## config.mk

```make
export PLATFORM = sky130hd
export DESIGN_NAME = relay_output_assignment
export DESIGN_NICKNAME = d
export VERILOG_FILES = /design/src/relay_output_assignment.v
export VERILOG_INCLUDE_DIRS = /design/src
export SDC_FILE = /design/constraint.sdc
export NUM_CORES = 1
export LEC_CHECK = 0
export BUFFER_PORTS_ARGS = -buffer_cell sky130_fd_sc_hd__buf_4
export CORE_AREA = 8 8 281 283
export CTS_BUF_LIST = sky130_fd_sc_hd__clkbuf_16
export DETAILED_ROUTE_END_ITERATION = 12
export DIE_AREA = 0 0 289 291
export PLACE_DENSITY = 0.56
export REMOVE_ABC_BUFFERS = 1
export SLEW_MARGIN = 0
export SYNTH_ARGS = -nofsm -noshare
export SYNTH_HDL_FRONTEND = slang
export SYNTH_SLANG_ARGS = --single-unit
```

## constraint.sdc

```tcl
create_clock -name ref_clk -period 3.6 [get_ports ref_clk]
set_input_delay 0.54 -clock ref_clk [delete_from_list [all_inputs] [get_ports ref_clk]]
set_output_delay 0.54 -clock ref_clk [all_outputs]
set_load 0.01 [all_outputs]
```

## src/relay_out_consts.vh

```
/*
 * Constants for the relay output assignment logic: register offsets,
 * field positions, reset values, source codes and timing.
 * Assumes inclusion by bare name from the design file.
 */
`ifndef RELAY_OUT_CONSTS_VH
`define RELAY_OUT_CONSTS_VH

// Register offsets (byte addresses; per-relay registers as word indices)
`define REG_GLOBAL      8'h00
`define REG_STATUS      8'h04
`define REG_IRQ_STAT    8'h08
`define REG_IRQ_MASK    8'h0C
`define REG_MANUAL      8'h10
`define REG_CTRL_WORD   8'h14
`define REG_SER_WORD    8'h18
`define REG_RELAY_BASE  8'h20
`define REG_RELAY_STEP  8'h10
`define REG_RELAY_END   8'h80
`define REG_ASSIGN      2'h0
`define REG_ON_DLY      2'h1
`define REG_HOLD_DLY    2'h2
`define REG_FLAGS       2'h3

// Global register fields
`define GLB_IO_PROFILE  0
`define GLB_BRAKE_EN    1
`define GLB_COMM_ERR    2
`define GLB_FAULT       3

// Relay flag fields
`define FLG_ACT_LOW     0
`define FLG_FALLBACK    1

// Source codes (assignment field, 6 bits)
`define SRC_NONE        6'h00
`define SRC_WARN_G1     6'h01
`define SRC_WARN_G5     6'h05
`define SRC_BRAKE_SEQ   6'h06
`define SRC_HMI_CMD     6'h07
`define SRC_DI_WORD     2'h2
`define SRC_SER_WORD    2'h3
`define WORD_LOW_LAST   4'hA

// Reset values
`define RST_ASSIGN      6'h00
`define RST_DELAY       16'h0000

// Timing: delay unit in microseconds, clock in MHz
`define DLY_UNIT_US     1000
`define CLK_MHZ         25
`define TICK_CYCLES     (`DLY_UNIT_US * `CLK_MHZ)

`endif

```

## src/relay_output_assignment.v

```verilog
/*
 * Relay output assignment logic: six relay channels, each picking a
 * source event or control-word bit, with turn-on delay, holding delay,
 * polarity and fallback on error. Registers over a plain strobe port.
 * Assumes external event inputs and straps are asynchronous levels and
 * are synchronised here; control words and error flags are written by
 * software. Event pulses shorter than two clocks may be missed, and
 * relay presence follows the straps three cycles late.
 */
`timescale 1ns/100ps
`include "relay_out_consts.vh"

module relay_output_assignment #(
    parameter TICK_CYCLES = `TICK_CYCLES,
    parameter DLY_W       = 16
) (
    // Clock and reset
    input  wire        ref_clk,
    input  wire        rst_b,
    // Unit straps
    input  wire        high_power,
    input  wire        expansion_fitted,
    // Events
    input  wire [4:0]  warning_group_source,
    input  wire        brake_seq_cmd,
    input  wire        local_terminal_active,
    // Register port
    input  wire [7:0]  addr,
    input  wire [31:0] wr_data,
    input  wire        wr_stb,
    input  wire        rd_stb,
    output reg  [31:0] rd_data,
    // Outputs
    output reg  [5:0]  relay_out,
    output reg         irq
);

    localparam NR = 6;

    // Event synchronisers
    reg [6:0]  ev_s1_q;
    reg [6:0]  ev_s2_q;
    reg [1:0]  strap_s1_q;
    reg [1:0]  strap_s2_q;
    wire [4:0] warn_s  = ev_s2_q[4:0];
    wire       brake_s = ev_s2_q[5];
    wire       local_s = ev_s2_q[6];

    // Registers
    reg [3:0]       global_q;
    reg [5:0]       manual_q;
    reg [15:0]      ctrl_word_q;
    reg [15:0]      ser_word_q;
    reg [5:0]       irq_stat_q;
    reg [5:0]       irq_mask_q;
    reg [5:0]       assign_q [0:NR-1];
    reg [DLY_W-1:0] on_dly_q [0:NR-1];
    reg [DLY_W-1:0] hold_dly_q [0:NR-1];
    reg [1:0]       flags_q [0:NR-1];

    // Channel state
    reg [NR-1:0]    ev_q;
    reg [NR-1:0]    act_q;
    reg [DLY_W-1:0] tmr_q [0:NR-1];
    reg [NR-1:0]    present_q;
    reg [31:0]      tick_cnt_q;
    reg             tick_q;

    wire io_profile = global_q[`GLB_IO_PROFILE];
    wire brake_en   = global_q[`GLB_BRAKE_EN];
    wire comm_err   = global_q[`GLB_COMM_ERR];

    // Effective source code of one channel
    function [5:0] eff_src;
        input [5:0] code;
        input       brake;
        begin
            if (brake)
                eff_src = `SRC_BRAKE_SEQ;
            else
                eff_src = code;
        end
    endfunction

    // True when the code selects a control-word bit
    function is_word;
        input [5:0] code;
        begin
            is_word = (code[5:4] == `SRC_DI_WORD) || (code[5:4] == `SRC_SER_WORD);
        end
    endfunction

    // Low word bits need the separate I/O profile
    function bit_open;
        input [3:0] bit_pos;
        input       iop;
        begin
            bit_open = iop || (bit_pos > `WORD_LOW_LAST);
        end
    endfunction

    // Event value for one channel
    function ev_val;
        input [5:0]  code;
        input [4:0]  warn;
        input        brake;
        input        loc;
        input [15:0] cw;
        input [15:0] sw;
        input        iop;
        begin
            if (code[5:4] == `SRC_DI_WORD)
                ev_val = cw[code[3:0]] && bit_open(code[3:0], iop);
            else if (code[5:4] == `SRC_SER_WORD)
                ev_val = sw[code[3:0]] && bit_open(code[3:0], iop);
            else if (code >= `SRC_WARN_G1 && code <= `SRC_WARN_G5)
                ev_val = warn[code[2:0] - 3'h1];
            else if (code == `SRC_BRAKE_SEQ)
                ev_val = brake;
            else if (code == `SRC_HMI_CMD)
                ev_val = loc;
            else
                ev_val = 1'b0;
        end
    endfunction

    // Register decode helpers
    wire       in_relay = (addr >= `REG_RELAY_BASE) && (addr < `REG_RELAY_END);
    wire [7:0] rel_off  = addr - `REG_RELAY_BASE;
    wire [2:0] rel_idx  = rel_off[6:4];
    wire [1:0] rel_reg  = rel_off[3:2];

    // Loop indices, one per process
    integer wi;
    integer si;
    integer oi;
    integer ci;

    // Synchronisers and strap capture
    always @(posedge ref_clk or negedge rst_b)
    begin
        if (!rst_b)
        begin
            ev_s1_q    <= 7'h00;
            ev_s2_q    <= 7'h00;
            strap_s1_q <= 2'h0;
            strap_s2_q <= 2'h0;
            present_q  <= 6'h03;
        end
        else
        begin
            ev_s1_q    <= {local_terminal_active, brake_seq_cmd, warning_group_source};
            ev_s2_q    <= ev_s1_q;
            strap_s1_q <= {expansion_fitted, high_power};
            strap_s2_q <= strap_s1_q;
            // Relays one and two are always fitted
            present_q  <= {strap_s2_q[1], strap_s2_q[1], strap_s2_q[1], strap_s2_q[0], 2'h3};
        end
    end

    // Delay tick
    always @(posedge ref_clk or negedge rst_b)
    begin
        if (!rst_b)
        begin
            tick_cnt_q <= 32'h0000_0000;
            tick_q     <= 1'b0;
        end
        else if (tick_cnt_q >= TICK_CYCLES - 1)
        begin
            tick_cnt_q <= 32'h0000_0000;
            tick_q     <= 1'b1;
        end
        else
        begin
            tick_cnt_q <= tick_cnt_q + 32'h0000_0001;
            tick_q     <= 1'b0;
        end
    end

    // Register writes
    always @(posedge ref_clk or negedge rst_b)
    begin
        if (!rst_b)
        begin
            global_q    <= 4'h0;
            manual_q    <= 6'h00;
            ctrl_word_q <= 16'h0000;
            ser_word_q  <= 16'h0000;
            irq_mask_q  <= 6'h00;
            for (wi = 0; wi < NR; wi = wi + 1)
            begin
                assign_q[wi]   <= `RST_ASSIGN;
                on_dly_q[wi]   <= `RST_DELAY;
                hold_dly_q[wi] <= `RST_DELAY;
                flags_q[wi]    <= 2'h0;
            end
        end
        else if (wr_stb)
        begin
            case (addr)
                `REG_GLOBAL:    global_q    <= wr_data[3:0];
                `REG_IRQ_MASK:  irq_mask_q  <= wr_data[5:0];
                `REG_MANUAL:    manual_q    <= wr_data[5:0];
                `REG_CTRL_WORD: ctrl_word_q <= wr_data[15:0];
                `REG_SER_WORD:  ser_word_q  <= wr_data[15:0];
                default:
                begin
                    if (in_relay && present_q[rel_idx])
                    begin
                        case (rel_reg)
                            `REG_ASSIGN:   assign_q[rel_idx]   <= wr_data[5:0];
                            `REG_ON_DLY:   on_dly_q[rel_idx]   <= wr_data[DLY_W-1:0];
                            `REG_HOLD_DLY: hold_dly_q[rel_idx] <= wr_data[DLY_W-1:0];
                            default:       flags_q[rel_idx]    <= wr_data[1:0];
                        endcase
                    end
                end
            endcase
        end
    end

    // Channel timing and output
    reg [5:0]      src_w [0:NR-1];
    reg [NR-1:0]   new_ev;
    always @*
    begin
        for (si = 0; si < NR; si = si + 1)
        begin
            src_w[si]  = eff_src(assign_q[si], brake_en);
            new_ev[si] = ev_val(src_w[si], warn_s, brake_s, local_s, ctrl_word_q, ser_word_q, io_profile);
        end
    end

    // Error handling per source kind; absent relays stay off
    reg [NR-1:0] out_d;
    always @*
    begin
        for (oi = 0; oi < NR; oi = oi + 1)
        begin
            if (!present_q[oi])
                out_d[oi] = 1'b0;
            else if (src_w[oi] == `SRC_NONE)
            begin
                if (comm_err && flags_q[oi][`FLG_FALLBACK])
                    out_d[oi] = 1'b0;
                else if (comm_err)
                    out_d[oi] = relay_out[oi];
                else
                    out_d[oi] = manual_q[oi];
            end
            else if (is_word(src_w[oi]) && comm_err)
            begin
                if (flags_q[oi][`FLG_FALLBACK])
                    out_d[oi] = 1'b0;
                else
                    out_d[oi] = relay_out[oi];
            end
            else
                out_d[oi] = act_q[oi] ^ flags_q[oi][`FLG_ACT_LOW];
        end
    end

    always @(posedge ref_clk or negedge rst_b)
    begin
        if (!rst_b)
        begin
            ev_q      <= 6'h00;
            act_q     <= 6'h00;
            relay_out <= 6'h00;
            for (ci = 0; ci < NR; ci = ci + 1)
                tmr_q[ci] <= `RST_DELAY;
        end
        else
        begin
            relay_out <= out_d;
            // Timer counts ticks while the event differs from the timed state;
            // any change of the event starts the count again
            for (ci = 0; ci < NR; ci = ci + 1)
            begin
                ev_q[ci] <= new_ev[ci];
                if (new_ev[ci] != ev_q[ci])
                    tmr_q[ci] <= `RST_DELAY;
                else if (new_ev[ci] != act_q[ci])
                begin
                    if (new_ev[ci] && tmr_q[ci] >= on_dly_q[ci])
                        act_q[ci] <= 1'b1;
                    else if (!new_ev[ci] && tmr_q[ci] >= hold_dly_q[ci])
                        act_q[ci] <= 1'b0;
                    else if (tick_q)
                        tmr_q[ci] <= tmr_q[ci] + {{(DLY_W-1){1'b0}}, 1'b1};
                end
                else
                    tmr_q[ci] <= `RST_DELAY;
            end
        end
    end

    // Output change events and interrupt
    wire [NR-1:0] out_chg = out_d ^ relay_out;
    always @(posedge ref_clk or negedge rst_b)
    begin
        if (!rst_b)
        begin
            irq_stat_q <= 6'h00;
            irq        <= 1'b0;
        end
        else
        begin
            if (wr_stb && addr == `REG_IRQ_STAT)
                irq_stat_q <= (irq_stat_q & ~wr_data[5:0]) | out_chg;
            else
                irq_stat_q <= irq_stat_q | out_chg;
            irq <= |(irq_stat_q & irq_mask_q);
        end
    end

    // Register reads; absent and unmapped locations read as zero
    always @(posedge ref_clk or negedge rst_b)
    begin
        if (!rst_b)
            rd_data <= 32'h0000_0000;
        else if (rd_stb)
        begin
            case (addr)
                `REG_GLOBAL:    rd_data <= {28'h0, global_q};
                `REG_STATUS:    rd_data <= {20'h0, present_q, relay_out};
                `REG_IRQ_STAT:  rd_data <= {26'h0, irq_stat_q};
                `REG_IRQ_MASK:  rd_data <= {26'h0, irq_mask_q};
                `REG_MANUAL:    rd_data <= {26'h0, manual_q};
                `REG_CTRL_WORD: rd_data <= {16'h0, ctrl_word_q};
                `REG_SER_WORD:  rd_data <= {16'h0, ser_word_q};
                default:
                begin
                    if (in_relay && present_q[rel_idx])
                    begin
                        case (rel_reg)
                            `REG_ASSIGN:   rd_data <= {26'h0, src_w[rel_idx]};
                            `REG_ON_DLY:   rd_data <= {{(32-DLY_W){1'b0}}, on_dly_q[rel_idx]};
                            `REG_HOLD_DLY: rd_data <= {{(32-DLY_W){1'b0}}, hold_dly_q[rel_idx]};
                            default:       rd_data <= {30'h0, flags_q[rel_idx]};
                        endcase
                    end
                    else
                        rd_data <= 32'h0000_0000;
                end
            endcase
        end
        else
            rd_data <= 32'h0000_0000;
    end

endmodule // relay_output_assignment

```

==> summary.txt <==
Timing
  • Final setup viols: 0
  • Final Hold Viols: 0
  • Headroom to the max-slew limit: 48.3%
  • Clk_skew: about 0.016 ns
  • Max Fclk: ~300 MHz
  • Crit path time final: 3.36 ns
  • Final Cycle Share: 93.2%
  • Fin. max-slew vios: 0
  • RSZ-0062 raised after global routing: no
  • Worst-margin pin slew: 0.771 ns

Yosys
  • Mapped Cells: between 3000 and 4000
  • Share of flip-flops with an asynchronous set or reset: 100%
  • EDFF count, synth: 0
  • Number of distinct library cells after synthesis: 83
  • Syn Area/Cell: 9.27 um^2
  • Top_reg_cell synth: dfrtp_1
  • Cell Area, Synth: between 20000 and 30000 um^2
  • Ys Warns: 0
  • Share of the synthesized area in the top cell type: between 40 and 50%
  • Leading area contributor after synthesis: dfrtp_1
  • Register area share after synthesis: roughly 40%
  • Top cells by area, synth: dfrtp_1 (41%), ha_1 (8.6%), o21ai_0 (5.5%), nand2_1 (4.8%), mux2_2 (4.4%)
  • Synthesized flop and latch total: about 480

Setup path
  • Reg-to-reg slack, setup: 0.24 ns
  • Worst path required time: around 4.1 ns
  • WS Path Type: reg -> reg
  • CP Max Fanout: 52
  • Setup crit start kind: register
  • Worst setup EP type: register
  • Critical Path AT: approximately 3.9 ns

Finish
  • Most frequent cells in the layout: dfrtp_1 (476), nand2_1 (375), o21ai_0 (323)
  • Commonest non-fill, non-tap cell in the layout: dfrtp_1
  • Antenna cells: 0
  • Finished layout cell area: around 34000 um^2
  • Area grow syn2layout: 13.8%
  • Share of cells above drive strength 1: between 10% and 20%
  • Nets: around 3500

GRT
  • Vias in the first global route: 24800
  • Global route total overflow: 0
  • Largest net degree at the start of global routing: 85
  • GRT Util Overall: between 20 and 25%
  • Antenna violations before repair: 2
  • First-pass GRT wire length: about 160000 um

Pwr
  • Peak supply drop: around 0.38 mV
  • Total power: 15.4 mW
  • Leakage Power: roughly 16 nW
  • Power Dens Cells: around 460 nW/um^2

Clock tree
  • CTS Buffer Depth: 3
  • Clock buffer count from CTS: 57
  • Clock-pin slew on the worst setup and hold paths: roughly 0.060 ns
  • CTS root buffer: clkbuf_16
  • CTS tree: yes
  • H-tree depth: 2
  • Clock sinks: about 480
  • Worst skew pair latency: ~0.64 ns

Placement
  • Placed Area: ~31000 um^2
  • GPL Wtd Cong: slightly below 1
  • I/O Buffers: slightly below 60
  • HPWL after DPL: between 70000 and 80000 um

Drt
  • Detailed Routing Iterations Pass 1: 6
  • Number of DRC markers in iteration 0: about 2600
  • Final wirelength: 105000 um
  • Mean routed wirelength per cell: approximately 25 um
  • Vias/cell: slightly below 6
  • Antenna-violating nets left: 0
  • Vias: 25200
  • DRC: 0

Floorplan
  • Placeable core area: 74800 um^2
  • IO Pins: approximately 90
  • Site row count: 101
  • Die footprint: 84100 um^2
  • Initial Util: between 30% and 40%
  • Die Wd: ~290 um
  • Die Y-Extent: approximately 290 um

Run status
  • Run status: completed

Flow run
  • Max_cap viols: 0

Hold path
  • Worst min path class: in -> reg
power by group:
group          switching (mW)  internal, mW  total (mW)
sequential              0.495          5.85        6.35
combinational            1.81          1.10        2.91
clock                    2.50          3.62        6.12
final timing paths:
check | from | end | cells after the start
worst min-delay path | rd_stb | rd_data[15] | 2
max in group asynchronous | rst_b | hold_dly_q[74] | 3
worst min register to register | ev_s1_q[6] | ev_s2_q[6] | 0
min in group asynchronous | rst_b | ev_val.sw[3] | 2
worst max-delay path | global_q[1] | tmr_q[86] | 13
worst max register to register | global_q[1] | tmr_q[86] | 13
registers in the layout, summed over array words and instances, names as in the netlist, 4 cells and up:
signal and count:
act_q 6, rd_data 16, on_dly_q 96, manual_q 6, tmr_q 96, ev_s2_q 7, global_q 4, ev_val.sw 16
eff_src.code 6, ctrl_word_q 16, ev_q 6, irq_stat_q 6, ev_s1_q 7, relay_out 6, irq_mask_q 6, hold_dly_q 96
assign_q 30, flags_q 12, tick_cnt_q 32
through the flow:
step	hold slack, ns	std cells	setup TNS (ns)	utilization (%)	setup slack [ns]
after global routing	0.142	4282	0	44.8	0.0398
after floorplan	0.244	3013	-28.88	-	-0.830
after detailed placement	0.336	4165	-0.117	41.9	-0.0633
after CTS	0.126	4280	0	44.7	0.0930
final	0.165	4282	0	44.8	0.243
after global placement	0.334	4165	-0.0565	41.9	-0.0565
kinds of logic after synthesis:
logic type | count (synthesis) | share of synthesized area [%]
AOI/OAI and AO/OA | 855 | 18.2
xor gates and xnor gates | 30 | 0.892
buffers and inverters | 452 | 6.27
DFF | 478 | 40.6
muxes | 250 | 11.0
other | 1 | 0.0127
and+or+nand+nor | 909 | 14.5
adders and majority gates | 202 | 8.58
critical path: stages, from the launching register on:
cell and delay (ns):
dfrtp_2 0.39, buf_12 0.27, buf_6 0.26, nor2_1 0.08
a211oi_1 0.38, o22ai_1 0.16, o211a_1 0.18, o31ai_4 0.32
buf_4 0.18, nand2_1 0.15, mux2i_1 0.17, buf_4 0.22
and3_1 0.20, mux2_2 0.26
synthesized netlist by cell type (45+ instances only):
| library cell | n |
|---|---|
| a31oi_1 | 54 |
| dfrtp_1 | 478 |
| inv_1 | 256 |
| o21ai_0 | 324 |
| nand2_1 | 375 |
| mux4_2 | 45 |
| mux2_2 | 114 |
| ha_1 | 202 |
| clkbuf_1 | 117 |
| and3_1 | 47 |
| nand3_1 | 92 |
| nor2_1 | 165 |
| a21oi_1 | 142 |
| mux2i_1 | 90 |
final cells by class:
| type | instances | area [um^2] |
|---|---|---|
| fill | 7138 | 41300 |
| multi-input combinational | 2279 | 15800 |
| sequential | 478 | 12000 |
| timing repair buffer | 186 | 1570 |
| clock buffer | 57 | 1430 |
| tap | 978 | 1220 |
| inverter | 256 | 961 |
| clock inverter | 48 | 553 |
layer usage:
metal	track usage, %	vias to the layer above	wire [um]
li1	-	11500	-
met1	33.0	12400	44700
met2	37.8	1040	46800
met3	5.58	229	9010
met4	9.79	0	4660
met5	0	-	0
timing repair:
action / 4_1_cts / 5_1_grt
endpoints found under the hold margin: 72 / 0
endpoints found under the setup margin: 7 / 55
gates resized for setup: 2 / 5
pin swaps: 0 / 1
setup buffers: 0 / 2
hold buffers: 10 / 0
Power figures use the tool's default switching activity.
